**config.mk**
```make
export PLATFORM = sky130hd
export DESIGN_NAME = smdd_host_flat
export DESIGN_NICKNAME = d
export VERILOG_FILES = /design/src/hw/smdd_pkg.sv /design/src/hw/smdd_if.sv /design/src/hw/smdd_host.sv /design/src/flat_wrapper.sv
export VERILOG_INCLUDE_DIRS = /design/src /design/src/hw
export SDC_FILE = /design/constraint.sdc
export NUM_CORES = 1
export LEC_CHECK = 0
export BUFFER_PORTS_ARGS = -buffer_cell sky130_fd_sc_hd__buf_4
export CAP_MARGIN = 20
export CELL_PAD_IN_SITES_DETAIL_PLACEMENT = 1
export CELL_PAD_IN_SITES_GLOBAL_PLACEMENT = 1
export CORE_UTILIZATION = 32
export CTS_CLUSTER_SIZE = 8
export DETAILED_ROUTE_END_ITERATION = 16
export GPL_TIMING_DRIVEN = 1
export PLACE_DENSITY = 0.69
export SYNTH_ARGS = -nofsm -noshare
export SYNTH_HDL_FRONTEND = slang
export SYNTH_SLANG_ARGS = --single-unit
```
**constraint.sdc**
```tcl
create_clock -name ref_clk_i -period 3.7 [get_ports ref_clk_i]
set_input_delay 0.74 -clock ref_clk_i [delete_from_list [all_inputs] [get_ports ref_clk_i]]
set_output_delay 0.74 -clock ref_clk_i [all_outputs]
set_load 0.05 [all_outputs]
```
**src/hw/smdd_regs.svh**
```systemverilog
// Constants for the sector-map detection descriptor table
// Assumes byte offsets relative to the sector map parameter table start
`ifndef SMDD_REGS_SVH
`define SMDD_REGS_SVH
// ****************************************
// Table offsets
// ****************************************
`define SMDD_OFS_DET1 8'h40
`define SMDD_OFS_ADDR 8'h44
`define SMDD_OFS_DET2 8'h48
`define SMDD_OFS_MAP 8'h50
`define SMDD_OFS_LAST 8'h53
// ****************************************
// Descriptor contents
// ****************************************
`define SMDD_DET1_WORD 32'h803007FC
`define SMDD_ADDR_WORD 32'hFFFFFFFF
`define SMDD_DET2_WORD 32'h043035FD
`define SMDD_MAP_WORD 32'hFF0100FE
`define SMDD_FILL_BYTE 8'hFF
// ****************************************
// Descriptor field positions
// ****************************************
`define SMDD_MASK_HI 31
`define SMDD_MASK_LO 24
`define SMDD_ALEN_HI 23
`define SMDD_ALEN_LO 22
`define SMDD_LAT_HI 19
`define SMDD_LAT_LO 16
`define SMDD_INSTR_HI 15
`define SMDD_INSTR_LO 8
`define SMDD_TYPE_BIT 1
`define SMDD_END_BIT 0
`define SMDD_CFGID_HI 15
`define SMDD_CFGID_LO 8
`define SMDD_RSVA_HI 21
`define SMDD_RSVA_LO 20
`define SMDD_RSVB_HI 7
`define SMDD_RSVB_LO 2
// ****************************************
// Reset values
// ****************************************
`define SMDD_RST_BYTE 8'h00
`define SMDD_RST_WORD 32'h00000000
`endif

```
**src/hw/smdd_pkg.sv**
```systemverilog
// Types shared by both ends of the detection descriptor link
// Assumes smdd_regs.svh for numeric constants
package smdd_pkg;
  typedef logic [7:0] smdd_byte_t;
  typedef logic [31:0] smdd_word_t;
endpackage

```
**src/hw/smdd_if.sv**
```systemverilog
// Read link between the parameter table and the host that parses it
// Assumes one clock shared by both ends
`timescale 1ns/1ps
interface smdd_if;
  logic rd_req;
  logic [7:0] rd_addr;
  logic rd_valid;
  logic [7:0] rd_data;
  modport table_end (input rd_req, input rd_addr, output rd_valid, output rd_data);
  modport host_end (output rd_req, output rd_addr, input rd_valid, input rd_data);
endinterface

```
**src/hw/smdd_host.sv**
```systemverilog
// Host that reads the detection descriptors and the first map header
// Every command descriptor is followed by its address field dword.
// Assumes the table end answers one cycle after each request and that
// the user returns each detection byte through det_valid_i/det_data_i.
`timescale 1ns/1ps
`include "smdd_regs.svh"
module smdd_host (
  // Clock and reset
  input wire logic ref_clk_i,
  input wire logic sys_rst_i,
  // Link
  smdd_if.host_end lnk,
  // User control
  input wire logic start_i,
  // Detection command issue
  output logic cmd_valid_o,
  output smdd_pkg::smdd_byte_t cmd_instr_o,
  output logic [1:0] cmd_addr_len_o,
  output logic [3:0] cmd_latency_o,
  input wire logic det_valid_i,
  input wire smdd_pkg::smdd_byte_t det_data_i,
  // Results
  output logic done_o,
  output logic erase_opcode_option_o,
  output logic param_sector_location_o,
  output logic [1:0] config_id_o,
  output logic id_match_o,
  output logic bad_table_o
);
  import smdd_pkg::*;
  typedef enum {S_IDLE, S_REQ, S_WAIT, S_CMD, S_RESP, S_DONE} smdd_state_t;
  smdd_state_t state;
  smdd_state_t next_state;
  logic [7:0] addr;
  logic [7:0] next_addr;
  smdd_word_t word;
  smdd_word_t next_word;
  smdd_word_t desc;
  smdd_word_t next_desc;
  logic [1:0] id;
  logic [1:0] next_id;
  logic done;
  logic next_done;
  logic bad;
  logic next_bad;
  logic match;
  logic next_match;
  logic [7:0] masked;
  logic addr_phase;
  logic next_addr_phase;
  smdd_word_t fill_word;
  logic fmt_ok;
  // ****************************************
  // Descriptor assembly and format
  // ****************************************
  // Shifts the answer byte in at the top so the low offset ends as bits 7:0;
  // a detection descriptor must be a command type with all reserved bits set
  always_comb
  begin
    fill_word = {lnk.rd_data, word[31:8]};
    fmt_ok = 1'b1;
    if (fill_word[`SMDD_TYPE_BIT])
      fmt_ok = 1'b0;
    if (!(&fill_word[`SMDD_RSVB_HI:`SMDD_RSVB_LO]))
      fmt_ok = 1'b0;
    if (!(&fill_word[`SMDD_RSVA_HI:`SMDD_RSVA_LO]))
      fmt_ok = 1'b0;
  end
  // ****************************************
  // Sequencer
  // ****************************************
  // Reads each dword bytewise, issues commands, then checks the map header
  always_comb
  begin
    next_state = state;
    next_addr = addr;
    next_addr_phase = addr_phase;
    next_word = word;
    next_desc = desc;
    next_id = id;
    next_done = done;
    next_bad = bad;
    next_match = match;
    masked = det_data_i & desc[`SMDD_MASK_HI:`SMDD_MASK_LO];
    unique case (state)
      S_IDLE:
      begin
        if (start_i)
        begin
          next_addr = `SMDD_OFS_DET1;
          next_id = 2'b00;
          next_done = 1'b0;
          next_bad = 1'b0;
          next_match = 1'b0;
          next_addr_phase = 1'b0;
          next_state = S_REQ;
        end
      end
      S_REQ:
        next_state = S_WAIT;
      S_WAIT:
      begin
        if (lnk.rd_valid)
        begin
          next_word = fill_word;
          if (addr[1:0] != 2'b11)
          begin
            next_addr = addr + 8'h01;
            next_state = S_REQ;
          end
          else if (addr == `SMDD_OFS_MAP + 8'h03)
          begin
            // Compare against the map header identifier
            next_match = fill_word[`SMDD_CFGID_HI:`SMDD_CFGID_LO] == {6'h00, id};
            next_done = 1'b1;
            next_state = S_DONE;
          end
          else if (addr_phase)
          begin
            // Address field after each command: all ones means no address
            next_bad = bad | (fill_word != {4{`SMDD_FILL_BYTE}});
            next_addr_phase = 1'b0;
            // The end marker hands over to the map header instead
            if (desc[`SMDD_END_BIT])
              next_addr = `SMDD_OFS_MAP;
            else
              next_addr = addr + 8'h01;
            next_state = S_REQ;
          end
          else
          begin
            // Keep the descriptor for the command fields and the end marker
            next_desc = fill_word;
            if (!fmt_ok)
              next_bad = 1'b1;
            next_state = S_CMD;
          end
        end
      end
      S_CMD:
        next_state = S_RESP;
      S_RESP:
      begin
        if (det_valid_i)
        begin
          next_id = {id[0], |masked};
          // The command's address field dword comes next
          next_addr = addr + 8'h01;
          next_addr_phase = 1'b1;
          next_state = S_REQ;
        end
      end
      S_DONE:
        if (!start_i)
          next_state = S_IDLE;
    endcase
  end
  // Registers sequencer state
  always_ff @(posedge ref_clk_i)
  begin
    if (sys_rst_i)
    begin
      state <= S_IDLE;
      addr <= `SMDD_RST_BYTE;
      addr_phase <= 1'b0;
      word <= `SMDD_RST_WORD;
      desc <= `SMDD_RST_WORD;
      id <= 2'b00;
      done <= 1'b0;
      bad <= 1'b0;
      match <= 1'b0;
    end
    else
    begin
      state <= next_state;
      addr <= next_addr;
      addr_phase <= next_addr_phase;
      word <= next_word;
      desc <= next_desc;
      id <= next_id;
      done <= next_done;
      bad <= next_bad;
      match <= next_match;
    end
  end
  // ****************************************
  // Outputs
  // ****************************************
  assign lnk.rd_req = (state == S_REQ);
  assign lnk.rd_addr = addr;
  assign cmd_valid_o = (state == S_CMD);
  assign cmd_instr_o = desc[`SMDD_INSTR_HI:`SMDD_INSTR_LO];
  assign cmd_addr_len_o = desc[`SMDD_ALEN_HI:`SMDD_ALEN_LO];
  assign cmd_latency_o = desc[`SMDD_LAT_HI:`SMDD_LAT_LO];
  assign done_o = done;
  assign erase_opcode_option_o = id[1];
  assign param_sector_location_o = id[0];
  assign config_id_o = id;
  assign id_match_o = match;
  assign bad_table_o = bad;
endmodule

```
**src/flat_wrapper.sv**
```systemverilog
// flat-port wrapper written by rule: the top's interface ports become plain ports
module smdd_host_flat import smdd_pkg::*;
  (ref_clk_i, sys_rst_i, start_i, cmd_valid_o, cmd_instr_o, cmd_addr_len_o, cmd_latency_o, det_valid_i, det_data_i, done_o, erase_opcode_option_o, param_sector_location_o, config_id_o, id_match_o, bad_table_o, lnk_rd_req, lnk_rd_addr, lnk_rd_valid, lnk_rd_data);
  smdd_if lnk_i ();
  input wire logic ref_clk_i;
  input wire logic sys_rst_i;
  input wire logic start_i;
  output logic cmd_valid_o;
  output smdd_pkg::smdd_byte_t cmd_instr_o;
  output logic [1:0] cmd_addr_len_o;
  output logic [3:0] cmd_latency_o;
  input wire logic det_valid_i;
  input wire smdd_pkg::smdd_byte_t det_data_i;
  output logic done_o;
  output logic erase_opcode_option_o;
  output logic param_sector_location_o;
  output logic [1:0] config_id_o;
  output logic id_match_o;
  output logic bad_table_o;
  output wire logic [$bits(lnk_i.rd_req)-1:0] lnk_rd_req;
  output wire logic [$bits(lnk_i.rd_addr)-1:0] lnk_rd_addr;
  input wire logic [$bits(lnk_i.rd_valid)-1:0] lnk_rd_valid;
  input wire logic [$bits(lnk_i.rd_data)-1:0] lnk_rd_data;
  assign lnk_rd_req = lnk_i.rd_req;
  assign lnk_rd_addr = lnk_i.rd_addr;
  assign lnk_i.rd_valid = lnk_rd_valid;
  assign lnk_i.rd_data = lnk_rd_data;
  smdd_host u_core (.ref_clk_i(ref_clk_i), .sys_rst_i(sys_rst_i), .lnk(lnk_i), .start_i(start_i), .cmd_valid_o(cmd_valid_o), .cmd_instr_o(cmd_instr_o), .cmd_addr_len_o(cmd_addr_len_o), .cmd_latency_o(cmd_latency_o), .det_valid_i(det_valid_i), .det_data_i(det_data_i), .done_o(done_o), .erase_opcode_option_o(erase_opcode_option_o), .param_sector_location_o(param_sector_location_o), .config_id_o(config_id_o), .id_match_o(id_match_o), .bad_table_o(bad_table_o));
endmodule
```
==> impl_metrics.toml, run 1 <==
[status]
outcome = "finished, violations left"
failed_checks = "DRC"

[timing]
final_max_slew_viol_count = 0
fin_crit_ns = 2.50
tcrit_tclk_final = 0.676
transition_at_the_pin_with_the_smallest_max_transition_slack_ns = 0.667
timing_hold_violations_final = 0
rsz0062_at_grt = "no"
setup_viol_count_final = 0
slew-limit-headroom = 0.553
timing.setup.tns_ns = 0
fin_ws_ns = 1.20
finalClockSkew_ns = 0.00869
achievable-frequency_mhz = 400

[global_route]
grt_use_total = 0.163
grt_antenna_before_repair = 0
grt_pass1_vias = 2433
grt_overflow_total = 0
grt_first_pass_wirelength_um = 12400
grt_start_max_net_pins = 66

[power_and_ir_drop]
share_comb_of_total_power = 0.080
power.net_switching_mw = 0.352
p_sw_frac = 0.252
ir_drop_v = 0.000206
powerDensity_nw_per_um2 = 405
clock_power_frac = 0.412
leakagePower_nw = 1.22
intPower_mw = 1.04
power_frac_seq = 0.508

[yosys]
synth-edff-count = 0
post_synthesis_sequential_element_count = 64
synthesis.nets = 359
synth_top_flop_cell = "dfxtp_1"
number_of_instances_in_the_synthesized_netlist = 337
yosysTopAreaCellShare = 0.434
yosys_warnings = 0
synth_cell_type_count = 53
yosys-top-cells-area = "dfxtp_1 (43%), mux2i_1 (8.1%), nand2_1 (7.5%), a21oi_1 (5.9%), nor2_1 (4.7%)"
postSynth.asyncResetShare = 0
most_repeated_cell_in_the_gate_level_netlist_after_synthesis = "dfxtp_1"
part_of_the_yosys_area_used_for_sequential_elements = 0.434
synth_commonest_cells = "dfxtp_1 (64), nand2_1 (59), nor2_1 (37)"
syn_area_sq_um = 2950
largest_area_contributor_in_the_netlist = "dfxtp_1"
postSynthAreaPerCell_sq_um = 8.77

[critical_path]
r2r_cells = 6
critical_path.max_fanout = 25
critical_path.cell_chain = "nor3b_4 > nand2_2 > nor3_4 > buf_4 > mux2i_1 > nor2_1"
beginning_of_the_critical_path = "u_core.state[1]"
critPathMaxStageDelay_ns = 0.56
critical_path.slowest_cell = "dfxtp_1"
timing.rr.start = "u_core.state[1]"
critical_path.endpoint_type = "flop"
cp.required_ns = 3.91
path_depth = 6
crit_path_start_kind = "flop"
worstPathArrival_ns = 2.71
cp_num_buf_inv = 1
setup.worst_path.class = "reg2reg"
critical_path.top_delay_family = "simple AND/OR/NAND/NOR gates"

[die]
num_io_pins = 52
core_region_area_sq_um = 8850
dieArea_sq_um = 9620
die_height_um = 98.1
initial_cell_density_of_the_core = 0.334
num_rows = 34
dieWidth_um = 98.1

[clocking]
post_cts.repair.setup_buffers = 0
cts_made_buffers = 9
ctsLongestPathBuffers = 2
clkTransAtPathRegs_ns = 0.07
cts_tree = "yes"
clock_tree.root_cell = "clkbuf_8"
post_cts_resized = 0
htree_levels = 3
numClockSinks = 64
clk-insertion-delay-late_ns = 0.34
post_cts_hold_buffers = 0

[hold_path]
worst_hold_path_type = "reg2reg"
hold_path_startpoint = "u_core.word[10]"
holdPathStages = 2

[cells_and_area]
regArea_sq_um = 1280
area_growth_syn_to_layout_pct = 16.5
final_layout_size_suffix_gt1_frac = 0.223
number_of_inserted_diodes = 0
final_cell_area_sq_um = 3440
instances_no_fill = 480
multiInputGateArea_sq_um = 1440
nets = 390
final.fill_count = 1063

[placed_design]
port_buffers = 51
placed_area_sq_um = 3260
detailedPlacementHpwl_um = 5220
dpl_worst_slack_ns = 1.20
gp_congestion = 0.781
dpl.cell_count = 465

[flow_run]
max_cap_viol_count = 0

[drt]
drt.antenna.violating_nets = 0
viasPerCell = 5.20
drt_pass1_iterations = 10
drc = 4
drt-initial-drc-count = 56
routed_wire_per_std_cell_um = 15.5
wl_um = 7430
dr_total_vias = 2496
==> tightest hold or removal path, cell delays in order, from the launching register on <==
cell,delay [ns]
dfxtp_1,0.31
nand2_1,0.05
a21oi_1,0.05
==> layout make-up <==
type / count / share of cell area
clock buffers: 9 / 0.0360
clock inverters: 6 / 0.0178
inverters: 1 / 0.00109
multi-input cells: 239 / 0.418
flip-flops and latches: 64 / 0.372
well taps: 108 / 0.0393
repair buffers: 53 / 0.116
==> cell families after synthesis <==
family,after synthesis,synth area share
adder cells (fa/ha/maj),1,0.00423
buffers and inverters,34,0.0796
AND/OR/NAND/NOR,143,0.241
AO/OA/AOI/OAI,69,0.154
XOR/XNOR,2,0.00593
multiplexers,24,0.0813
flip-flops,64,0.434
==> routing by layer <==
layer,up-vias,global-route usage,wire (um)
met2,43,0.275,3640
li1,1237,-,-
met1,1207,0.205,3400
met3,9,0.0429,306
met4,0,0.0420,79
met5,-,0,0
==> final timing paths <==
| path | end | slack, ns |
|---|---|---|
| max | u_core.desc[29] | 1.20 |
| min | u_core.word[10] | 0.46 |
| max reg2reg | u_core.desc[29] | 1.20 |
| min reg2reg | u_core.word[10] | 0.46 |
==> power by group through the flow <==
stage               sequential, mW  combinational (mW)  clock, mW
floorplan                    0.725              0.0716          0
global placement             0.724               0.112          0
detailed placement           0.725               0.113          0
CTS                          0.709               0.113      0.593
global route                 0.710               0.122      0.629
finish                       0.709               0.112      0.574
==> through the flow <==
| step | hold WS, ns | power [mW] | util |
|---|---|---|---|
| 6_report | 0.459 | 1.39 | 0.389 |
| 5_1_grt | 0.485 | 1.46 | 0.389 |
| 4_1_cts | 0.462 | 1.41 | 0.389 |
| 3_5_place_dp | 0.452 | 0.837 | 0.368 |
| 3_3_place_gp | 0.444 | 0.836 | 0.368 |
| 2_1_floorplan | 0.436 | 0.796 | - |
==> registers in the layout, indices dropped and copies added, names as in the netlist, 2 cells and up <==
signal and flops:
u_core.word 24, u_core.config_id_o 2, u_core.desc 23, u_core.state 3, u_core.lnk.rd_addr 8
==> placed cells by master (no fill, tap or decap), types with 4 or more instances in the layout <==
master	instances
dfxtp_1	64
nand2_1	59
buf_4	53
nor2_1	37
a21oi_1	35
mux2i_1	24
nand4_1	9
clkbuf_8	9
o21ai_0	7
a22oi_1	5
nand3_1	4
Power figures use the tool's default switching activity.
==> run 2, diff against run 1 <==
- ABC_AREA: not set -> 1
- PLACE_DENSITY: 0.69 -> 0.72
- clock period: 3.7 -> 2.4 ns (I/O delays scaled with it)
==> run 2 against run 1 <==
Against the previous run: the run now ends clean; design area increased by 3.3%; via count grew 16%; cell count rose by 23%; critical path type is now reg2out; largest power group unchanged.
==> impl_metrics.toml, run 2 <==
[status]
outcome = "complete, no violations"

[yosys]
most_repeated_cell_in_the_gate_level_netlist_after_synthesis = "nand2_1"
post_synthesis_sequential_element_count = 64
yosys-top-cells-area = "dfxtp_1 (42%), nand2_1 (13%), a21oi_1 (9.5%), nand3_1 (8.7%), inv_1 (4.3%)"
number_of_instances_in_the_synthesized_netlist = 425
synth-edff-count = 0
synth_cell_type_count = 31
synth_top_flop_cell = "dfxtp_1"
largest_area_contributor_in_the_netlist = "dfxtp_1"
syn_area_sq_um = 3040
yosysTopAreaCellShare = 0.421
synth_commonest_cells = "nand2_1 (105), dfxtp_1 (64), a21oi_1 (58)"
part_of_the_yosys_area_used_for_sequential_elements = 0.421
postSynthAreaPerCell_sq_um = 7.16
yosys_warnings = 0
postSynth.asyncResetShare = 0
synthesis.nets = 447

[power_and_ir_drop]
total_power_mw = 2.27
powerDensity_nw_per_um2 = 637
leakagePower_nw = 1.37
ir_drop_v = 0.000292

[timing]
fin_crit_ns = 1.95
timing.setup.tns_ns = 0
rsz0062_at_grt = "no"
final_max_slew_viol_count = 0
achievable-frequency_mhz = 513
finalClockSkew_ns = 0.00991
tcrit_tclk_final = 0.812
setup_viol_count_final = 0
timing_hold_violations_final = 0
transition_at_the_pin_with_the_smallest_max_transition_slack_ns = 0.572
fin_ws_ns = 0.452
slew-limit-headroom = 0.617

[critical_path]
timing.rr.start = "u_core.state[0]"
r2r_cells = 6
critical_path.top_delay_family = "flip-flops"
cp.required_ns = 1.92
crit_path_start_kind = "flop"
worstPathArrival_ns = 1.47
critical_path.endpoint_type = "output port"
critPathMaxStageDelay_ns = 0.45
regToRegSetupSlack_ns = 0.50
beginning_of_the_critical_path = "u_core.state[0]"
cp_num_buf_inv = 2
setup.worst_path.class = "reg2out"
critical_path.slowest_cell = "dfxtp_1"
r2r-end = "u_core.word[18]"
critical_path.max_fanout = 5
critical_path.cell_chain = "inv_1 > nor3_1 > buf_4"

[cells_and_area]
max_ffs_per_register = 24
layout.cells.most_common_list = "nand2_1 (105), dfxtp_1 (64), a21oi_1 (58), buf_4 (55), nand3_1 (53)"
final_cell_area_sq_um = 3560
final_layout_size_suffix_gt1_frac = 0.187
largest_register = "u_core.word"
final.fill_count = 1184
number_of_inserted_diodes = 0
area_growth_syn_to_layout_pct = 16.9
layout_commonest_cell = "nand2_1"
nets = 476

[clocking]
clkTransAtPathRegs_ns = 0.08
htree_levels = 3
post_cts.repair.setup_buffers = 0
cts_made_buffers = 9
post_cts_hold_buffers = 0
clock_tree.root_cell = "clkbuf_8"
post_cts_resized = 0
numClockSinks = 64
ctsLongestPathBuffers = 2
cts_tree = "yes"
clk-insertion-delay-late_ns = 0.35

[hold_path]
timing.hold.worst_endpoint = "u_core.word[26]"
holdPathStages = 3
hold_path_startpoint = "lnk_rd_data[2]"
worst_hold_path_type = "in2reg"

[global_route]
grt_start_max_net_pins = 47
grt_antenna_before_repair = 0
grt_first_pass_wirelength_um = 13700
grt_overflow_total = 0
grt_use_total = 0.176
grt_pass1_vias = 2847

[die]
initial_cell_density_of_the_core = 0.329
dieArea_sq_um = 9900
num_io_pins = 52
dieWidth_um = 99.5
num_rows = 35
die_height_um = 99.5
core_region_area_sq_um = 9240

[placed_design]
port_buffers = 51
gp_congestion = 0.771
dpl_worst_slack_ns = 0.500
detailedPlacementHpwl_um = 5950
placed_area_sq_um = 3380

[flow_run]
max_cap_viol_count = 0

[drt]
dr_total_vias = 2884
drt.antenna.violating_nets = 0
drt-initial-drc-count = 80
drt_pass1_iterations = 4
viasPerCell = 4.90
drc = 0
routed_wire_per_std_cell_um = 13.8
wl_um = 8140
[run 2: final cells by class]
cell class,count,area [sq um],share of cell area
clock buffer,9,124,0.0348
clock inverter,7,56.3,0.0158
inverter,36,135,0.0380
multi-input combinational,288,1390,0.390
sequential,64,1280,0.360
tap,129,161,0.0454
timing repair buffer,55,413,0.116
[run 2: worst reg2reg max path, stage by stage, from the launching register on]
cell and delay [ns]:
dfxtp_1 0.37, inv_1 0.13, nand2_1 0.07, nor2_1 0.37, nand2_2 0.47, o21ai_0 0.31, a21oi_1 0.06
[run 2: how the worst max path moves through the flow]
stage	end	slack, ns	cells after the start
after floorplan	cmd_valid_o	0.32	2
after global placement	u_core.lnk.rd_addr[5]	0.55	11
after detailed placement	u_core.lnk.rd_addr[5]	0.50	11
after CTS	cmd_valid_o	0.43	3
after global routing	u_core.word[23]	0.21	6
final	cmd_valid_o	0.45	3
[run 2: power by group]
part,switching [mW],internal (mW)
combinational,0.205,0.0959
clock,0.463,0.380
sequential,0.0332,1.09
total,0.701,1.56
[run 2: cells by family after synthesis]
family          after synthesis  share of synthesized area
xor+xnor                      1                    0.00288
buf+inv                      73                      0.123
fa+ha+maj                     1                    0.00411
simple gates                206                      0.309
flops                        64                      0.421
compound gates               80                      0.140
[run 2: stage by stage]
step | util | hold slack, ns | std cells
6_report | 0.385 | 0.437 | 588
5_1_grt | 0.385 | 0.420 | 588
4_1_cts | 0.385 | 0.416 | 588
3_5_place_dp | 0.365 | 0.457 | 572
3_3_place_gp | 0.365 | 0.449 | 572
2_1_floorplan | - | 0.440 | 425
[run 2: per-layer routing]
layer | share of wire | routed length, um | global-route usage | vias to the layer above
met1 | 0.46 | 3770 | 0.219 | 1374
met2 | 0.49 | 3980 | 0.305 | 57
li1 | - | - | - | 1445
met3 | 0.042 | 338 | 0.0408 | 8
met5 | 0 | 0 | 0 | -
met4 | 0.0068 | 55 | 0.0475 | 0
==> run 3, diff against run 2 <==
- PLACE_DENSITY: 0.72 -> 0.74
- clock period: 2.4 -> 1.6 ns (I/O delays scaled with it)
==> run 3 against run 2 <==
Against the previous run: the run now ends with setup timing left; design area is 13% higher; first-iteration DRC count is 24% higher; hold slack worse by 0.16 ns; critical path type is now reg2reg; highest routed layer unchanged.
==> impl_metrics.toml, run 3 (same netlist as run 2, synthesis figures left out) <==
[status]
failed_checks = "setup timing"
outcome = "finished, violations left"

[critical_path]
crit_path_start_kind = "flop"
worstPathArrival_ns = 1.91
critical_path.max_fanout = 6
critical_path.endpoint_type = "flop"
setup.worst_path.class = "reg2reg"
cp.required_ns = 1.87

[placed_design]
port_buffers = 51
dpl.cell_count = 586
gp_congestion = 0.812
placed_area_sq_um = 3560
detailedPlacementHpwl_um = 6310
dpl_worst_slack_ns = -0.0341

[drt]
drt_pass1_iterations = 4
drt.antenna.violating_nets = 0
drt-initial-drc-count = 99
wl_um = 9200
dr_total_vias = 2963
routed_wire_per_std_cell_um = 15.0
viasPerCell = 4.84
drc = 0

[global_route]
grt_overflow_total = 0
grt_pass1_vias = 2985
grt_antenna_before_repair = 0
grt_first_pass_wirelength_um = 14500
grt_start_max_net_pins = 47
grt_use_total = 0.187

[cells_and_area]
layout_commonest_cell = "nand2_1"
nets = 502
layout.cells.most_common_list = "nand2_1 (99), buf_4 (66), a21oi_1 (57), dfxtp_1 (56), nand3_1 (47)"
area_growth_syn_to_layout_pct = 32.3
final_cell_area_sq_um = 4030
final_layout_size_suffix_gt1_frac = 0.284
utilization_after_layout = 0.436
number_of_inserted_diodes = 0
instances_no_fill = 612
largest_register = "u_core.word"
max_ffs_per_register = 24

[power_and_ir_drop]
ir_drop_v = 0.000445
leakagePower_nw = 1.58
total_power_mw = 3.68
powerDensity_nw_per_um2 = 914

[die]
initial_cell_density_of_the_core = 0.329
num_rows = 35
num_io_pins = 52
dieWidth_um = 99.5
core_region_area_sq_um = 9240
dieArea_sq_um = 9900
die_height_um = 99.5

[clocking]
numClockSinks = 64
cts_tree = "yes"
clk-insertion-delay-late_ns = 0.35
ctsLongestPathBuffers = 2
htree_levels = 3
cts_made_buffers = 9
clock_tree.root_cell = "clkbuf_8"
clkTransAtPathRegs_ns = 0.07

[timing]
timing_hold_violations_final = 0
final_max_slew_viol_count = 0
fin_ws_ns = -0.0383
setup_viol_count_final = 17
fin_crit_ns = 1.64
tcrit_tclk_final = 1.02
slew-limit-headroom = 0.664
transition_at_the_pin_with_the_smallest_max_transition_slack_ns = 0.505
timing.setup.tns_ns = -0.224
worst_hold_slack_ns = 0.274
rsz0062_at_grt = "yes"
achievable-frequency_mhz = 610
finalClockSkew_ns = 0.00759

[flow_run]
max_cap_viol_count = 0

[hold_path]
worst_hold_path_type = "in2reg"
[run 3: worst max-delay path, cell delays in order (launching register included)]
cell and delay (ns):
dfxtp_4 0.36, buf_6 0.11, nor2_4 0.12, nand2_2 0.09
nor2_4 0.12, nand2_4 0.07, a21oi_4 0.16, buf_6 0.15
clkbuf_16 0.15, nand3_2 0.07, a21oi_1 0.16
[run 3: final cells by class]
cell class,count,area (sq um)
Clock inverter,3,42.5
Sequential cell,64,1300
Fill cell,1150,5220
Timing Repair Buffer,81,718
Clock buffer,11,151
Multi-Input combinational cell,288,1520
Inverter,36,135
Tap cell,129,161
[run 3: what timing repair did]
action / in CTS / in global routing
resized for setup: 12 / 28
setup buffers: 4 / 6
hold buffers: 0 / 0
setup endpoints to repair: 5 / 41
hold endpoints to repair: 0 / 0
pin swaps: 2 / 6
cloned: 0 / 2
[run 3: layer usage]
layer | GRT usage | vias up | part of all wire
met3 | 0.0394 | 12 | 0.027
met5 | 0 | - | 0
met4 | 0.0667 | 0 | 0.019
li1 | - | 1493 | -
met2 | 0.317 | 52 | 0.50
met1 | 0.234 | 1406 | 0.45
[run 3: path summary, 6_finish.rpt]
kind,start,endpoint,slack [ns],depth (start not counted)
worst min register to register,u_core.desc[26],u_core.desc[26],0.46,2
worst max-delay path,u_core.state[0],u_core.desc[0],-0.04,10
worst max register to register,u_core.state[0],u_core.desc[0],-0.04,10
worst min-delay path,lnk_rd_data[1],u_core.desc[25],0.27,3
[run 3: report_power, final]
part | switching [mW] | internal (mW)
registers | 0.0526 | 1.64
logic | 0.352 | 0.220
clock network | 0.634 | 0.785
total | 1.04 | 2.64
